$ cat src/dgpb_pkg.sv
/*
 package for the dual gpio port bank: register indices, field positions,
 reset values and the bus request carrier.
 assumes a single 25 MHz clock domain and an avalon-mm master in front.
*/
package dgpb_pkg;
    // clock rate of i_clk in hz
    localparam int unsigned CLK_HZ       = 25000000;
    // bus geometry: byte address, word index = address[9:2]
    localparam int unsigned ADDR_W       = 10;
    localparam int unsigned DATA_W       = 32;
    localparam int unsigned IDX_LSB      = 2;
    localparam int unsigned IDX_W        = 8;
    // register indices, byte address is four times the index
    localparam logic [7:0] IDX_P7_DIR    = 8'hE0;
    localparam logic [7:0] IDX_P7_DATA   = 8'hE1;
    localparam logic [7:0] IDX_P7_INV    = 8'hE2;
    localparam logic [7:0] IDX_P7_STAT   = 8'hE3;
    localparam logic [7:0] IDX_P8_DIR    = 8'hE4;
    localparam logic [7:0] IDX_P8_DATA   = 8'hE5;
    localparam logic [7:0] IDX_P8_INV    = 8'hE6;
    localparam logic [7:0] IDX_P8_STAT   = 8'hE7;
    localparam logic [7:0] IDX_P7_FSEL   = 8'hEC;
    localparam logic [7:0] IDX_P8_FSEL   = 8'hED;
    localparam logic [7:0] IDX_IRQ_STAT  = 8'hF0;
    localparam logic [7:0] IDX_IRQ_CLR   = 8'hF1;
    localparam logic [7:0] IDX_IRQ_EN    = 8'hF2;
    // reset values
    localparam logic [3:0] P7_DIR_RST    = 4'hF;
    localparam logic [7:0] P8_DIR_RST    = 8'hFF;
    localparam logic [7:0] ZERO8         = 8'h00;
    // port seven function select bit positions
    localparam int unsigned P7_BEEP_BIT  = 5;
    localparam int unsigned P7_GRN_BIT   = 4;
    // port eight function select alternate maps
    localparam logic [7:0] P8_BEEP_MASK  = 8'h44;
    localparam logic [7:0] P8_SMI_MASK   = 8'h22;
    localparam logic [7:0] P8_YLW_MASK   = 8'h08;
    // interrupt status bits
    localparam int unsigned IRQ_P7_BIT   = 0;
    localparam int unsigned IRQ_P8_BIT   = 1;

    typedef struct packed {
        logic              read;
        logic              write;
        logic [ADDR_W-1:0] address;
        logic [3:0]        byteenable;
        logic [DATA_W-1:0] writedata;
    } dgpb_avs_req_t;
endpackage : dgpb_pkg

$ cat src/dgpb_top.sv
/*
 dual gpio port bank: a four-pin and an eight-pin general purpose port with
 direction, data, inversion, read-to-clear edge status and function select.
 assumes one clock, synchronous resets, pins already synchronous to i_clk,
 and a single avalon-mm master that holds its request while waitrequest is high.
*/
// Summary of operation
// - a pin edge of either direction sets that pin's event status bit, else it stays zero.
// - a bus read of a status register clears the bits it returned; an edge in the same cycle still sets its bit.
// - port seven status sits in bits 3..0 in pin order, bits 7..4 read zero.
// - port eight status bits 7..0 map to pins 7..0 and reset to zero.
// - a port eight direction bit of 0 makes the pin an output, 1 an input.
// - port eight direction resets to all ones so every pin starts as input.
// - an output pin's data bit is stored, read back and driven on the pin.
// - an input pin's data bit reads the pin level and ignores writes.
// - an inversion bit of 1 inverts between register bit and pin both ways.
// - port seven select bit 5 routes beep to pin 5 and bit 4 the green led to pin 4.
// - port eight select routes beep to pins 6 and 2, smi to 5 and 1, yellow led to 3.
// - port eight data, inversion, status and select reset to zero on its standby reset.
// - port seven uses bits 3..0 the same way and its direction resets to 0Fh.
`timescale 1ns/10ps
`default_nettype none
module dgpb_top (
    input  wire logic                  i_clk,
    input  wire logic                  i_rst,
    input  wire logic                  i_port_seven_standby_reset,
    input  wire logic                  i_port_eight_standby_reset,
    input  wire dgpb_pkg::dgpb_avs_req_t i_avs,
    output logic                       o_avs_waitrequest,
    output logic [dgpb_pkg::DATA_W-1:0] o_avs_readdata,
    input  wire logic [3:0]            i_port_seven_pins,
    output logic [5:0]                 o_port_seven_out,
    output logic [5:0]                 o_port_seven_oe,
    input  wire logic [7:0]            i_port_eight_pins,
    output logic [7:0]                 o_port_eight_out,
    output logic [7:0]                 o_port_eight_oe,
    input  wire logic                  i_beep,
    input  wire logic                  i_smi,
    input  wire logic                  i_green_led_output,
    input  wire logic                  i_yellow_led_output,
    output logic                       o_irq
);
    import dgpb_pkg::*;

    logic              wait_reg;
    logic [31:0]       rdata_reg;
    logic [31:0]       rd_mux;
    logic [7:0]        idx;
    logic              req;
    logic              prep;
    logic              take_rd;
    logic              take_wr;
    logic              rst7;
    logic              rst8;
    logic [3:0]        p7_dir_reg;
    logic [3:0]        p7_data_reg;
    logic [3:0]        p7_inv_reg;
    logic [3:0]        p7_stat_reg;
    logic [7:0]        p7_fsel_reg;
    logic [7:0]        p8_dir_reg;
    logic [7:0]        p8_data_reg;
    logic [7:0]        p8_inv_reg;
    logic [7:0]        p8_stat_reg;
    logic [7:0]        p8_fsel_reg;
    logic [3:0]        p7_s1_reg;
    logic [3:0]        p7_s2_reg;
    logic [3:0]        p7_prev_reg;
    logic [7:0]        p8_s1_reg;
    logic [7:0]        p8_s2_reg;
    logic [7:0]        p8_prev_reg;
    logic [3:0]        p7_edge;
    logic [7:0]        p8_edge;
    logic [1:0]        irq_stat_reg;
    logic [1:0]        irq_en_reg;
    logic [1:0]        irq_ev;
    logic [7:0]        p8_out_next;
    logic [7:0]        wbyte;

    assign idx     = i_avs.address[IDX_LSB +: IDX_W];
    assign req     = i_avs.read | i_avs.write;
    assign prep    = req & wait_reg;
    assign take_rd = i_avs.read & ~wait_reg;
    assign take_wr = i_avs.write & ~wait_reg & i_avs.byteenable[0];
    assign wbyte   = i_avs.writedata[7:0];
    assign rst7    = i_rst | i_port_seven_standby_reset;
    assign rst8    = i_rst | i_port_eight_standby_reset;

    // one wait cycle per request: the answer is taken on the second edge
    always_ff @(posedge i_clk) begin
        if (i_rst) begin
            wait_reg <= 1'b1;
        end else begin
            wait_reg <= ~prep;
        end
    end

    // input pins read back through the inversion
    always_comb begin
        rd_mux = 32'h0000_0000;
        case (idx)
            IDX_P7_DIR:   rd_mux[3:0] = p7_dir_reg;
            IDX_P7_DATA:  rd_mux[3:0] = (p7_dir_reg & (p7_s2_reg ^ p7_inv_reg))
                                      | (~p7_dir_reg & p7_data_reg);
            IDX_P7_INV:   rd_mux[3:0] = p7_inv_reg;
            IDX_P7_STAT:  rd_mux[3:0] = p7_stat_reg;
            IDX_P8_DIR:   rd_mux[7:0] = p8_dir_reg;
            IDX_P8_DATA:  rd_mux[7:0] = (p8_dir_reg & (p8_s2_reg ^ p8_inv_reg))
                                      | (~p8_dir_reg & p8_data_reg);
            IDX_P8_INV:   rd_mux[7:0] = p8_inv_reg;
            IDX_P8_STAT:  rd_mux[7:0] = p8_stat_reg;
            IDX_P7_FSEL:  rd_mux[7:0] = p7_fsel_reg;
            IDX_P8_FSEL:  rd_mux[7:0] = p8_fsel_reg;
            IDX_IRQ_STAT: rd_mux[1:0] = irq_stat_reg;
            IDX_IRQ_EN:   rd_mux[1:0] = irq_en_reg;
            default:      rd_mux = 32'h0000_0000;
        endcase
    end

    // read data is captured a cycle early so it stands at the taking edge
    always_ff @(posedge i_clk) begin
        if (i_rst) begin
            rdata_reg <= 32'h0000_0000;
        end else if (prep & i_avs.read) begin
            rdata_reg <= rd_mux;
        end
    end

    // two-stage sync then compare successive samples
    always_ff @(posedge i_clk) begin
        if (i_rst) begin
            p7_s1_reg   <= 4'h0;
            p7_s2_reg   <= 4'h0;
            p7_prev_reg <= 4'h0;
            p8_s1_reg   <= 8'h00;
            p8_s2_reg   <= 8'h00;
            p8_prev_reg <= 8'h00;
        end else begin
            p7_s1_reg   <= i_port_seven_pins;
            p7_s2_reg   <= p7_s1_reg;
            p7_prev_reg <= p7_s2_reg;
            p8_s1_reg   <= i_port_eight_pins;
            p8_s2_reg   <= p8_s1_reg;
            p8_prev_reg <= p8_s2_reg;
        end
    end

    assign p7_edge = p7_s2_reg ^ p7_prev_reg;
    assign p8_edge = p8_s2_reg ^ p8_prev_reg;

    // port seven configuration, direction resets to inputs
    always_ff @(posedge i_clk) begin
        if (rst7) begin
            p7_dir_reg  <= P7_DIR_RST;
            p7_data_reg <= 4'h0;
            p7_inv_reg  <= 4'h0;
            p7_fsel_reg <= ZERO8;
        end else if (take_wr) begin
            case (idx)
                IDX_P7_DIR:  p7_dir_reg  <= wbyte[3:0];
                // input bits keep their stored value
                IDX_P7_DATA: p7_data_reg <= (p7_data_reg & p7_dir_reg)
                                          | (wbyte[3:0] & ~p7_dir_reg);
                IDX_P7_INV:  p7_inv_reg  <= wbyte[3:0];
                // only the two select bits with an alternate are kept
                IDX_P7_FSEL: p7_fsel_reg <= wbyte & 8'h30;
                default:     p7_dir_reg  <= p7_dir_reg;
            endcase
        end
    end

    // port eight configuration under its standby reset
    always_ff @(posedge i_clk) begin
        if (rst8) begin
            p8_dir_reg  <= P8_DIR_RST;
            p8_data_reg <= ZERO8;
            p8_inv_reg  <= ZERO8;
            p8_fsel_reg <= ZERO8;
        end else if (take_wr) begin
            case (idx)
                IDX_P8_DIR:  p8_dir_reg  <= wbyte;
                IDX_P8_DATA: p8_data_reg <= (p8_data_reg & p8_dir_reg)
                                          | (wbyte & ~p8_dir_reg);
                IDX_P8_INV:  p8_inv_reg  <= wbyte;
                IDX_P8_FSEL: p8_fsel_reg <= wbyte;
                default:     p8_dir_reg  <= p8_dir_reg;
            endcase
        end
    end

    // edge sets, read clears, the edge wins
    always_ff @(posedge i_clk) begin
        if (rst7) begin
            p7_stat_reg <= 4'h0;
        end else if (take_rd && idx == IDX_P7_STAT) begin
            // only bits already shown in the read data clear, so a late edge is kept
            p7_stat_reg <= (p7_stat_reg & ~rdata_reg[3:0]) | p7_edge;
        end else begin
            p7_stat_reg <= p7_stat_reg | p7_edge;
        end
    end

    // port eight status, set wins over the clearing read
    always_ff @(posedge i_clk) begin
        if (rst8) begin
            p8_stat_reg <= ZERO8;
        end else if (take_rd && idx == IDX_P8_STAT) begin
            // read data was captured a cycle early: clear only what it reported
            p8_stat_reg <= (p8_stat_reg & ~rdata_reg[7:0]) | p8_edge;
        end else begin
            p8_stat_reg <= p8_stat_reg | p8_edge;
        end
    end

    // interrupt status: sticky, set wins over the clear register
    assign irq_ev = {|p8_edge, |p7_edge};

    always_ff @(posedge i_clk) begin
        if (i_rst) begin
            irq_stat_reg <= 2'h0;
            irq_en_reg   <= 2'h0;
            o_irq        <= 1'b0;
        end else begin
            if (take_wr && idx == IDX_IRQ_CLR) begin
                irq_stat_reg <= (irq_stat_reg & ~wbyte[1:0]) | irq_ev;
            end else begin
                irq_stat_reg <= irq_stat_reg | irq_ev;
            end
            if (take_wr && idx == IDX_IRQ_EN) begin
                irq_en_reg <= wbyte[1:0];
            end
            o_irq <= |(irq_stat_reg & irq_en_reg);
        end
    end

    // per-pin alternate mux for port eight
    genvar gi;
    generate
        for (gi = 0; gi < 8; gi++) begin : g_p8_mux
            always_comb begin
                if (p8_fsel_reg[gi] && P8_BEEP_MASK[gi]) begin
                    p8_out_next[gi] = i_beep;
                end else if (p8_fsel_reg[gi] && P8_SMI_MASK[gi]) begin
                    p8_out_next[gi] = i_smi;
                end else if (p8_fsel_reg[gi] && P8_YLW_MASK[gi]) begin
                    p8_out_next[gi] = i_yellow_led_output;
                end else begin
                    p8_out_next[gi] = p8_data_reg[gi] ^ p8_inv_reg[gi];
                end
            end
        end
    endgenerate

    // pins driven from flops, data inverted on the way out where its inversion bit is 1
    always_ff @(posedge i_clk) begin
        if (rst8) begin
            o_port_eight_out <= ZERO8;
            o_port_eight_oe  <= ZERO8;
        end else begin
            o_port_eight_out <= p8_out_next;
            o_port_eight_oe  <= ~p8_dir_reg;
        end
    end

    // pins 5 and 4 exist only for their alternates
    always_ff @(posedge i_clk) begin
        if (rst7) begin
            o_port_seven_out <= 6'h00;
            o_port_seven_oe  <= 6'h00;
        end else begin
            o_port_seven_out[3:0]         <= p7_data_reg ^ p7_inv_reg;
            o_port_seven_oe[3:0]          <= ~p7_dir_reg;
            o_port_seven_out[P7_BEEP_BIT] <= p7_fsel_reg[P7_BEEP_BIT] & i_beep;
            o_port_seven_oe[P7_BEEP_BIT]  <= p7_fsel_reg[P7_BEEP_BIT];
            o_port_seven_out[P7_GRN_BIT]  <= p7_fsel_reg[P7_GRN_BIT] & i_green_led_output;
            o_port_seven_oe[P7_GRN_BIT]   <= p7_fsel_reg[P7_GRN_BIT];
        end
    end

    assign o_avs_waitrequest = wait_reg;
    assign o_avs_readdata    = rdata_reg;
endmodule : dgpb_top
`default_nettype wire

$ cat config.mk
export PLATFORM = sky130hd
export DESIGN_NAME = dgpb_top
export DESIGN_NICKNAME = d
export VERILOG_FILES = /design/src/dgpb_pkg.sv /design/src/dgpb_top.sv
export SDC_FILE = /design/constraint.sdc
export NUM_CORES = 1
export LEC_CHECK = 0
export BUFFER_PORTS_ARGS = -buffer_cell sky130_fd_sc_hd__clkbuf_2
export CAP_MARGIN = 20
export CORE_UTILIZATION = 40
export CTS_BUF_LIST = sky130_fd_sc_hd__clkbuf_4 sky130_fd_sc_hd__clkbuf_8 sky130_fd_sc_hd__clkbuf_16
export CTS_CLUSTER_SIZE = 40
export DETAILED_ROUTE_END_ITERATION = 16
export GPL_TIMING_DRIVEN = 0
export PLACE_DENSITY = 0.59
export SYNTH_ARGS = -nofsm -noshare
export SYNTH_HDL_FRONTEND = slang
export SYNTH_SLANG_ARGS = --single-unit
$ cat constraint.sdc
create_clock -name i_clk -period 3.8 [get_ports i_clk]
set_input_delay 0.57 -clock i_clk [delete_from_list [all_inputs] [get_ports i_clk]]
set_output_delay 0.57 -clock i_clk [all_outputs]
set_load 0.005 [all_outputs]
==> Word-level counts from Yosys, hierarchy flattened <==
Cells that the tools add are included.
{ "classes": {"addsub": 0, "multipliers": 0, "n_div": 0, "n_lt_le_gt_ge": 0, "eq_ne": 13, "shifts": 0, "mux": 11, "bitwise_logic": 52, "n_reduce_logical": 15} }
{ "op_table": {"columns": ["operator", "n"], "rows": [
  ["8-bit == test (second input constant)", 13],
  ["8-bit bitwise AND", 5],
  ["8-bit bitwise OR", 4],
  ["4-bit one-hot mux with 6 select lines", 1],
  ["2-bit one-hot mux with 11 select lines", 1],
  ["4-bit bitwise AND", 5],
  ["2-bit one-hot mux with 9 select lines", 1],
  ["8-bit NOT", 2],
  ["4-bit bitwise OR", 4],
  ["2-bit AND reduction", 8],
  ["8-bit XOR", 2],
  ["4-bit XOR", 3],
  ["8-bit 2-to-1 mux", 1],
  ["4-bit NOT", 2],
  ["8-bit OR reduction", 1],
  ["1-bit XOR", 8],
  ["1-bit bitwise AND", 7],
  ["1-bit 2-to-1 mux", 5],
  ["2-bit bitwise AND", 2],
  ["1-bit logical AND", 4],
  ["4-bit 2-to-1 mux", 1],
  ["2-bit bitwise OR", 2],
  ["4-bit OR reduction", 1],
  ["1-bit bitwise OR", 3],
  ["other kinds (4)", 5]
]} }
{ "totals": {"reg_bits": 136, "latch_bits": 0, "ram_bits": 0, "rom_bits": 0, "in_bits": 68, "output_inout_bits": 62, "wordCells": 116, "n_memories": 0} }

==> Depth between registers and ports, before layout <==
{ "depth": {"ltp_word": 5, "mapped_depth": 8, "depth_no_buf": 5} }

==> Worst setup path after synthesis <==
No wires, ideal clock.
{ "synth_timing": {"kind": "input to register", "start": "input i_avs[39] in the netlist's numbering", "end": "register (tool-made name)", "setup_ns": 0.132, "t_arrival_ns": 1.808, "t_required_ns": 3.668, "path_slack_ns": 1.859, "path_stages": 7, "path_buffers": 3, "path_cell_list": "buf_2 nand2b_4 or4_1 buf_2 buf_6 o21ai_0 a21oi_1"} }
{ "synth_lines": {"columns": ["item", "line", "source"], "rows": [
  ["start: declaration", "dgpb_top.sv:28", "input wire dgpb_pkg::dgpb_avs_req_t i_avs,"]
]} }

==> Worst setup path after layout <==
{ "layout_timing": {"start": "register wait_reg, in the netlist o_avs_waitrequest", "end": "register p7_inv_reg[0]"} }
{ "layout_via": {"elab_chain_len": 4} }
{ "layout_rtl": {"columns": ["item", "line", "source"], "rows": [
  ["start: declaration", "dgpb_top.sv:45", "logic wait_reg;"],
  ["start signal: assignment", "dgpb_top.sv:93", "wait_reg <= ~prep;"],
  ["1-bit NOT", "dgpb_top.sv:83", "assign take_wr = i_avs.write & ~wait_reg & i_avs.byteenable[0];"],
  ["1-bit bitwise AND (2 in a row)", "dgpb_top.sv:83", null],
  ["2-bit AND reduction (no line)", null, null],
  ["end signal: assignment", "dgpb_top.sv:163", "IDX_P7_INV: p7_inv_reg <= wbyte[3:0];"],
  ["end: declaration", "dgpb_top.sv:57", "logic [3:0] p7_inv_reg;"]
]} }
Every way passes these cells.
A chain may end at the register's enable or synchronous reset.

==> results.sh <==
export IMPL_power_total_mw=3.297
export IMPL_final_hold_viol_count=0
export IMPL_standard_cell_row_count=43
export IMPL_number_of_global_route_vias_before_repair=4237
export IMPL_worstMarginPinSlew_ns=0.6826
export IMPL_start_util_pct=41.10
export IMPL_critical_path_startpoint_type="register"
export IMPL_max_stage_delay_ns=0.52
export IMPL_core_area_mm2=0.01388
export IMPL_final_layout_size_suffix_gt1_share_pct=21.13
export IMPL_clock_tree_buffer_depth=2
export IMPL_detail_route_antenna_nets=0
export IMPL_ys_top_cells_by_count="136 x sky130_fd_sc_hd__dfxtp_1, 81 x sky130_fd_sc_hd__nor2_1, 44 x sky130_fd_sc_hd__nor2b_1"
export IMPL_reg2reg_from="o_avs_waitrequest$_SDFF_PP1_"
export IMPL_final_design_area_no_fill_mm2=0.006963
export IMPL_maxCapViolations=0
export IMPL_gpl_final_weighted_congestion=0.9195
export IMPL_tritoncts_clock_tree="done"
export IMPL_ys_types=59
export IMPL_number_of_flops_mapped_to_enable_cells_by_yosys=0
export IMPL_route_met3_wl_mm=1.130
export IMPL_ys_warnings_count=0
export IMPL_worst_path_most_repeated_cell="sky130_fd_sc_hd__nor2_1"
export IMPL_synthesis_area_per_instance_um2=9.262
export IMPL_most_common_cell_in_the_synthesized_netlist="sky130_fd_sc_hd__dfxtp_1"
export IMPL_avgRoutedWirePerCell_um=16.48
export IMPL_syn_to_final_growth_pct=22.04
export IMPL_num_vias=4664
export IMPL_ys_seq_area_share_pct=47.72
export IMPL_clkSlewWorstSetupHoldPaths_ns=0.06
export IMPL_boundaryPins=130
export IMPL_netlist_top_cell_by_area="sky130_fd_sc_hd__dfxtp_1"
export IMPL_dp_hpwl_mm=11.07
export IMPL_async_reset_ff_share_pct=0
export IMPL_track_usage_pct=21.83
export IMPL_internal_power_mw=2.537
export IMPL_antenna_diode_count=0
export IMPL_netlist_instances=616
export IMPL_worst_hold_slack_ns=0.3551
export IMPL_p_seq_share_pct=44.6
export IMPL_min_delay_start="i_port_seven_pins[1]"
export IMPL_vdd_ir_drop_max_v=0.0002926
export IMPL_detail_route_first_pass_iterations=5
export IMPL_fp_dieW_um=121.4
export IMPL_maxSlewViolCount=0
export IMPL_overall_routed_net_length_mm=15.21
export IMPL_resized_gates_after_cts=0
export IMPL_leakage_nw=2.762
export IMPL_detailed_place_area_mm2=0.006377
export IMPL_detail_route_wirelength_met1_mm=7.020
export IMPL_drc=0
export IMPL_die_y_um=121.4
export IMPL_endpoint_kind="register"
export IMPL_timing_max_slew_rel_slack_pct=54.49
export IMPL_critical_path_arrival_ns=2.40
export IMPL_timing_setup_tns_ns=0
export IMPL_worst_ep_required_time_ns=4.09
export IMPL_cts_setup_buffers=0
export IMPL_yosysTopAreaCellShare_pct=47.72
export IMPL_dr_max_layer_used="met4"
export IMPL_total_switching_power_mw=0.7599
export IMPL_synth_top_flop_cell="sky130_fd_sc_hd__dfxtp_1"
export IMPL_timing_critical_path_slowest_stage_cell="sky130_fd_sc_hd__nor2_1"
export IMPL_numClockSinks=136
export IMPL_h_tree_level_count=4
export IMPL_maximum_number_of_pins_on_one_net_before_global_route_repair=17
export IMPL_achievable_frequency_mhz=472.6
export IMPL_design_final_nets=798
export IMPL_yosys_register_bits=136
export IMPL_status="finished clean"
export IMPL_route_met2_wl_mm=6.627
export IMPL_vias_per_cell=5.053
export IMPL_timing_final_crit_share_pct=55.68
export IMPL_power_density_mw_per_mm2=473.6
export IMPL_min_delay_path_class="in -> reg"
export IMPL_floorplan_die_area_mm2=0.01475
export IMPL_share_comb_of_total_power_pct=6.3
export IMPL_globalRouteOverflowTotal=0
export IMPL_clockPowerShare_pct=49.2
export IMPL_timing_critical_path_cells="and3b_1 -> clkbuf_1 -> nand2_1 -> nor2_1 -> mux2i_1 -> nor2_1"
export IMPL_setup_viol_count_final=0
export IMPL_cts_inserted_buffers=17
export IMPL_synth_area_leaders="sky130_fd_sc_hd__dfxtp_1 48%, sky130_fd_sc_hd__mux2i_1 7.0%, sky130_fd_sc_hd__nor2_1 5.3%"
export IMPL_switching_share_pct=23.05
export IMPL_drt_iter0_drc=360
export IMPL_io_buffer_count=72
export IMPL_cp_startpoint="o_avs_waitrequest$_SDFF_PP1_"
export IMPL_clk_root_buffer_cell="sky130_fd_sc_hd__clkbuf_16"
export IMPL_post_synth_instance_area_mm2=0.005705
export IMPL_clock_insertion_delay_worst_skew_ns=0.42
export IMPL_path_max_fanout=7
export IMPL_path_class="reg -> reg"
export IMPL_grt_pass1_wl_mm=23.39
export IMPL_clk_skew_ns=0.007089
export IMPL_rsz0062_at_grt="no"
export IMPL_postCtsHoldBufs=0
export IMPL_grt_antenna_before_repair=0
export IMPL_layout_min_cycle_time_ns=2.116
-- routing by layer --
metal  GRT usage, %  vias up
li1               -     2287
met1          29.57     2150
met2          31.96      189
met3          5.451       38
met4          10.96        0
met5              0        -
-- power groups by stage --
stage / Clock (mW) / Sequential [mW] / Combinational, mW
final: 1.62 / 1.47 / 0.206
after detailed placement: 0 / 1.50 / 0.204
after global placement: 0 / 1.50 / 0.202
after global routing: 1.71 / 1.47 / 0.227
after floorplan: 0 / 1.49 / 0.130
after CTS: 1.64 / 1.47 / 0.206
-- placed cells by master (no fill, tap or decap), types with 5 or more instances in the layout --
cell type and instances:
sky130_fd_sc_hd__o21ai_0 31, sky130_fd_sc_hd__nand3_1 7, sky130_fd_sc_hd__buf_4 25, sky130_fd_sc_hd__nand4_1 7, sky130_fd_sc_hd__a311oi_1 6, sky130_fd_sc_hd__xnor2_1 29
sky130_fd_sc_hd__a21oi_1 41, sky130_fd_sc_hd__nand2_1 39, sky130_fd_sc_hd__a31oi_1 10, sky130_fd_sc_hd__mux2i_1 40, sky130_fd_sc_hd__clkinv_2 5, sky130_fd_sc_hd__a22oi_1 5
sky130_fd_sc_hd__clkbuf_1 19, sky130_fd_sc_hd__o211ai_1 5, sky130_fd_sc_hd__nor2b_1 44, sky130_fd_sc_hd__conb_1 24, sky130_fd_sc_hd__buf_2 6, sky130_fd_sc_hd__inv_1 16
sky130_fd_sc_hd__nor2_1 81, sky130_fd_sc_hd__clkbuf_16 17, sky130_fd_sc_hd__clkbuf_2 72, sky130_fd_sc_hd__dfxtp_1 136
-- area by class of cell --
| type | count | area [um2] |
|---|---|---|
| Buffer | 52 | 311.5 |
| Clock buffer | 20 | 460.4 |
| Clock inverter | 12 | 125.1 |
| Fill cell | 1342 | 6918 |
| Inverter | 16 | 60.06 |
| Multi-Input combinational cell | 435 | 2698 |
| Sequential cell | 136 | 2723 |
| Tap cell | 180 | 225.2 |
| Timing Repair Buffer | 72 | 360.3 |
-- stage by stage --
stage          util (%)  std cells  setup WS (ns)
3_3_place_gp      45.94        891          1.403
3_5_place_dp      45.94        891          1.397
4_1_cts           50.16        923          1.674
5_1_grt           50.16        923          1.534
6_report          50.16        923          1.684
2_1_floorplan         -        639          1.859
-- final timing paths --
check	slack, ns	cells past startpoint	end
max	1.68	6	p7_inv_reg[0]$_SDFFE_PP0P_
min reg2reg	0.43	1	p7_s2_reg[1]$_SDFF_PP0_
min	0.36	2	p7_s1_reg[1]$_SDFF_PP0_
max reg2reg	1.68	6	p7_inv_reg[0]$_SDFFE_PP0P_
-- logic make-up after synthesis --
group	after synthesis	share of synthesized area, %
mux	43	7.807
compound gates	121	12.87
other cells	1	0.06573
flops	136	47.72
simple gates	216	20.26
buf+inv	68	6.513
xor+xnor	31	4.759
-- worst max-delay path: cells and delay by family (launching register included) --
| family | cells | cell delay, ns |
|---|---|---|
| DFF | 1 | 0.37 |
| buffers and inverters | 1 | 0.34 |
| muxes | 1 | 0.25 |
| and+or+nand+nor | 4 | 1.02 |
Note: power is estimated with default switching activity, not from simulation.
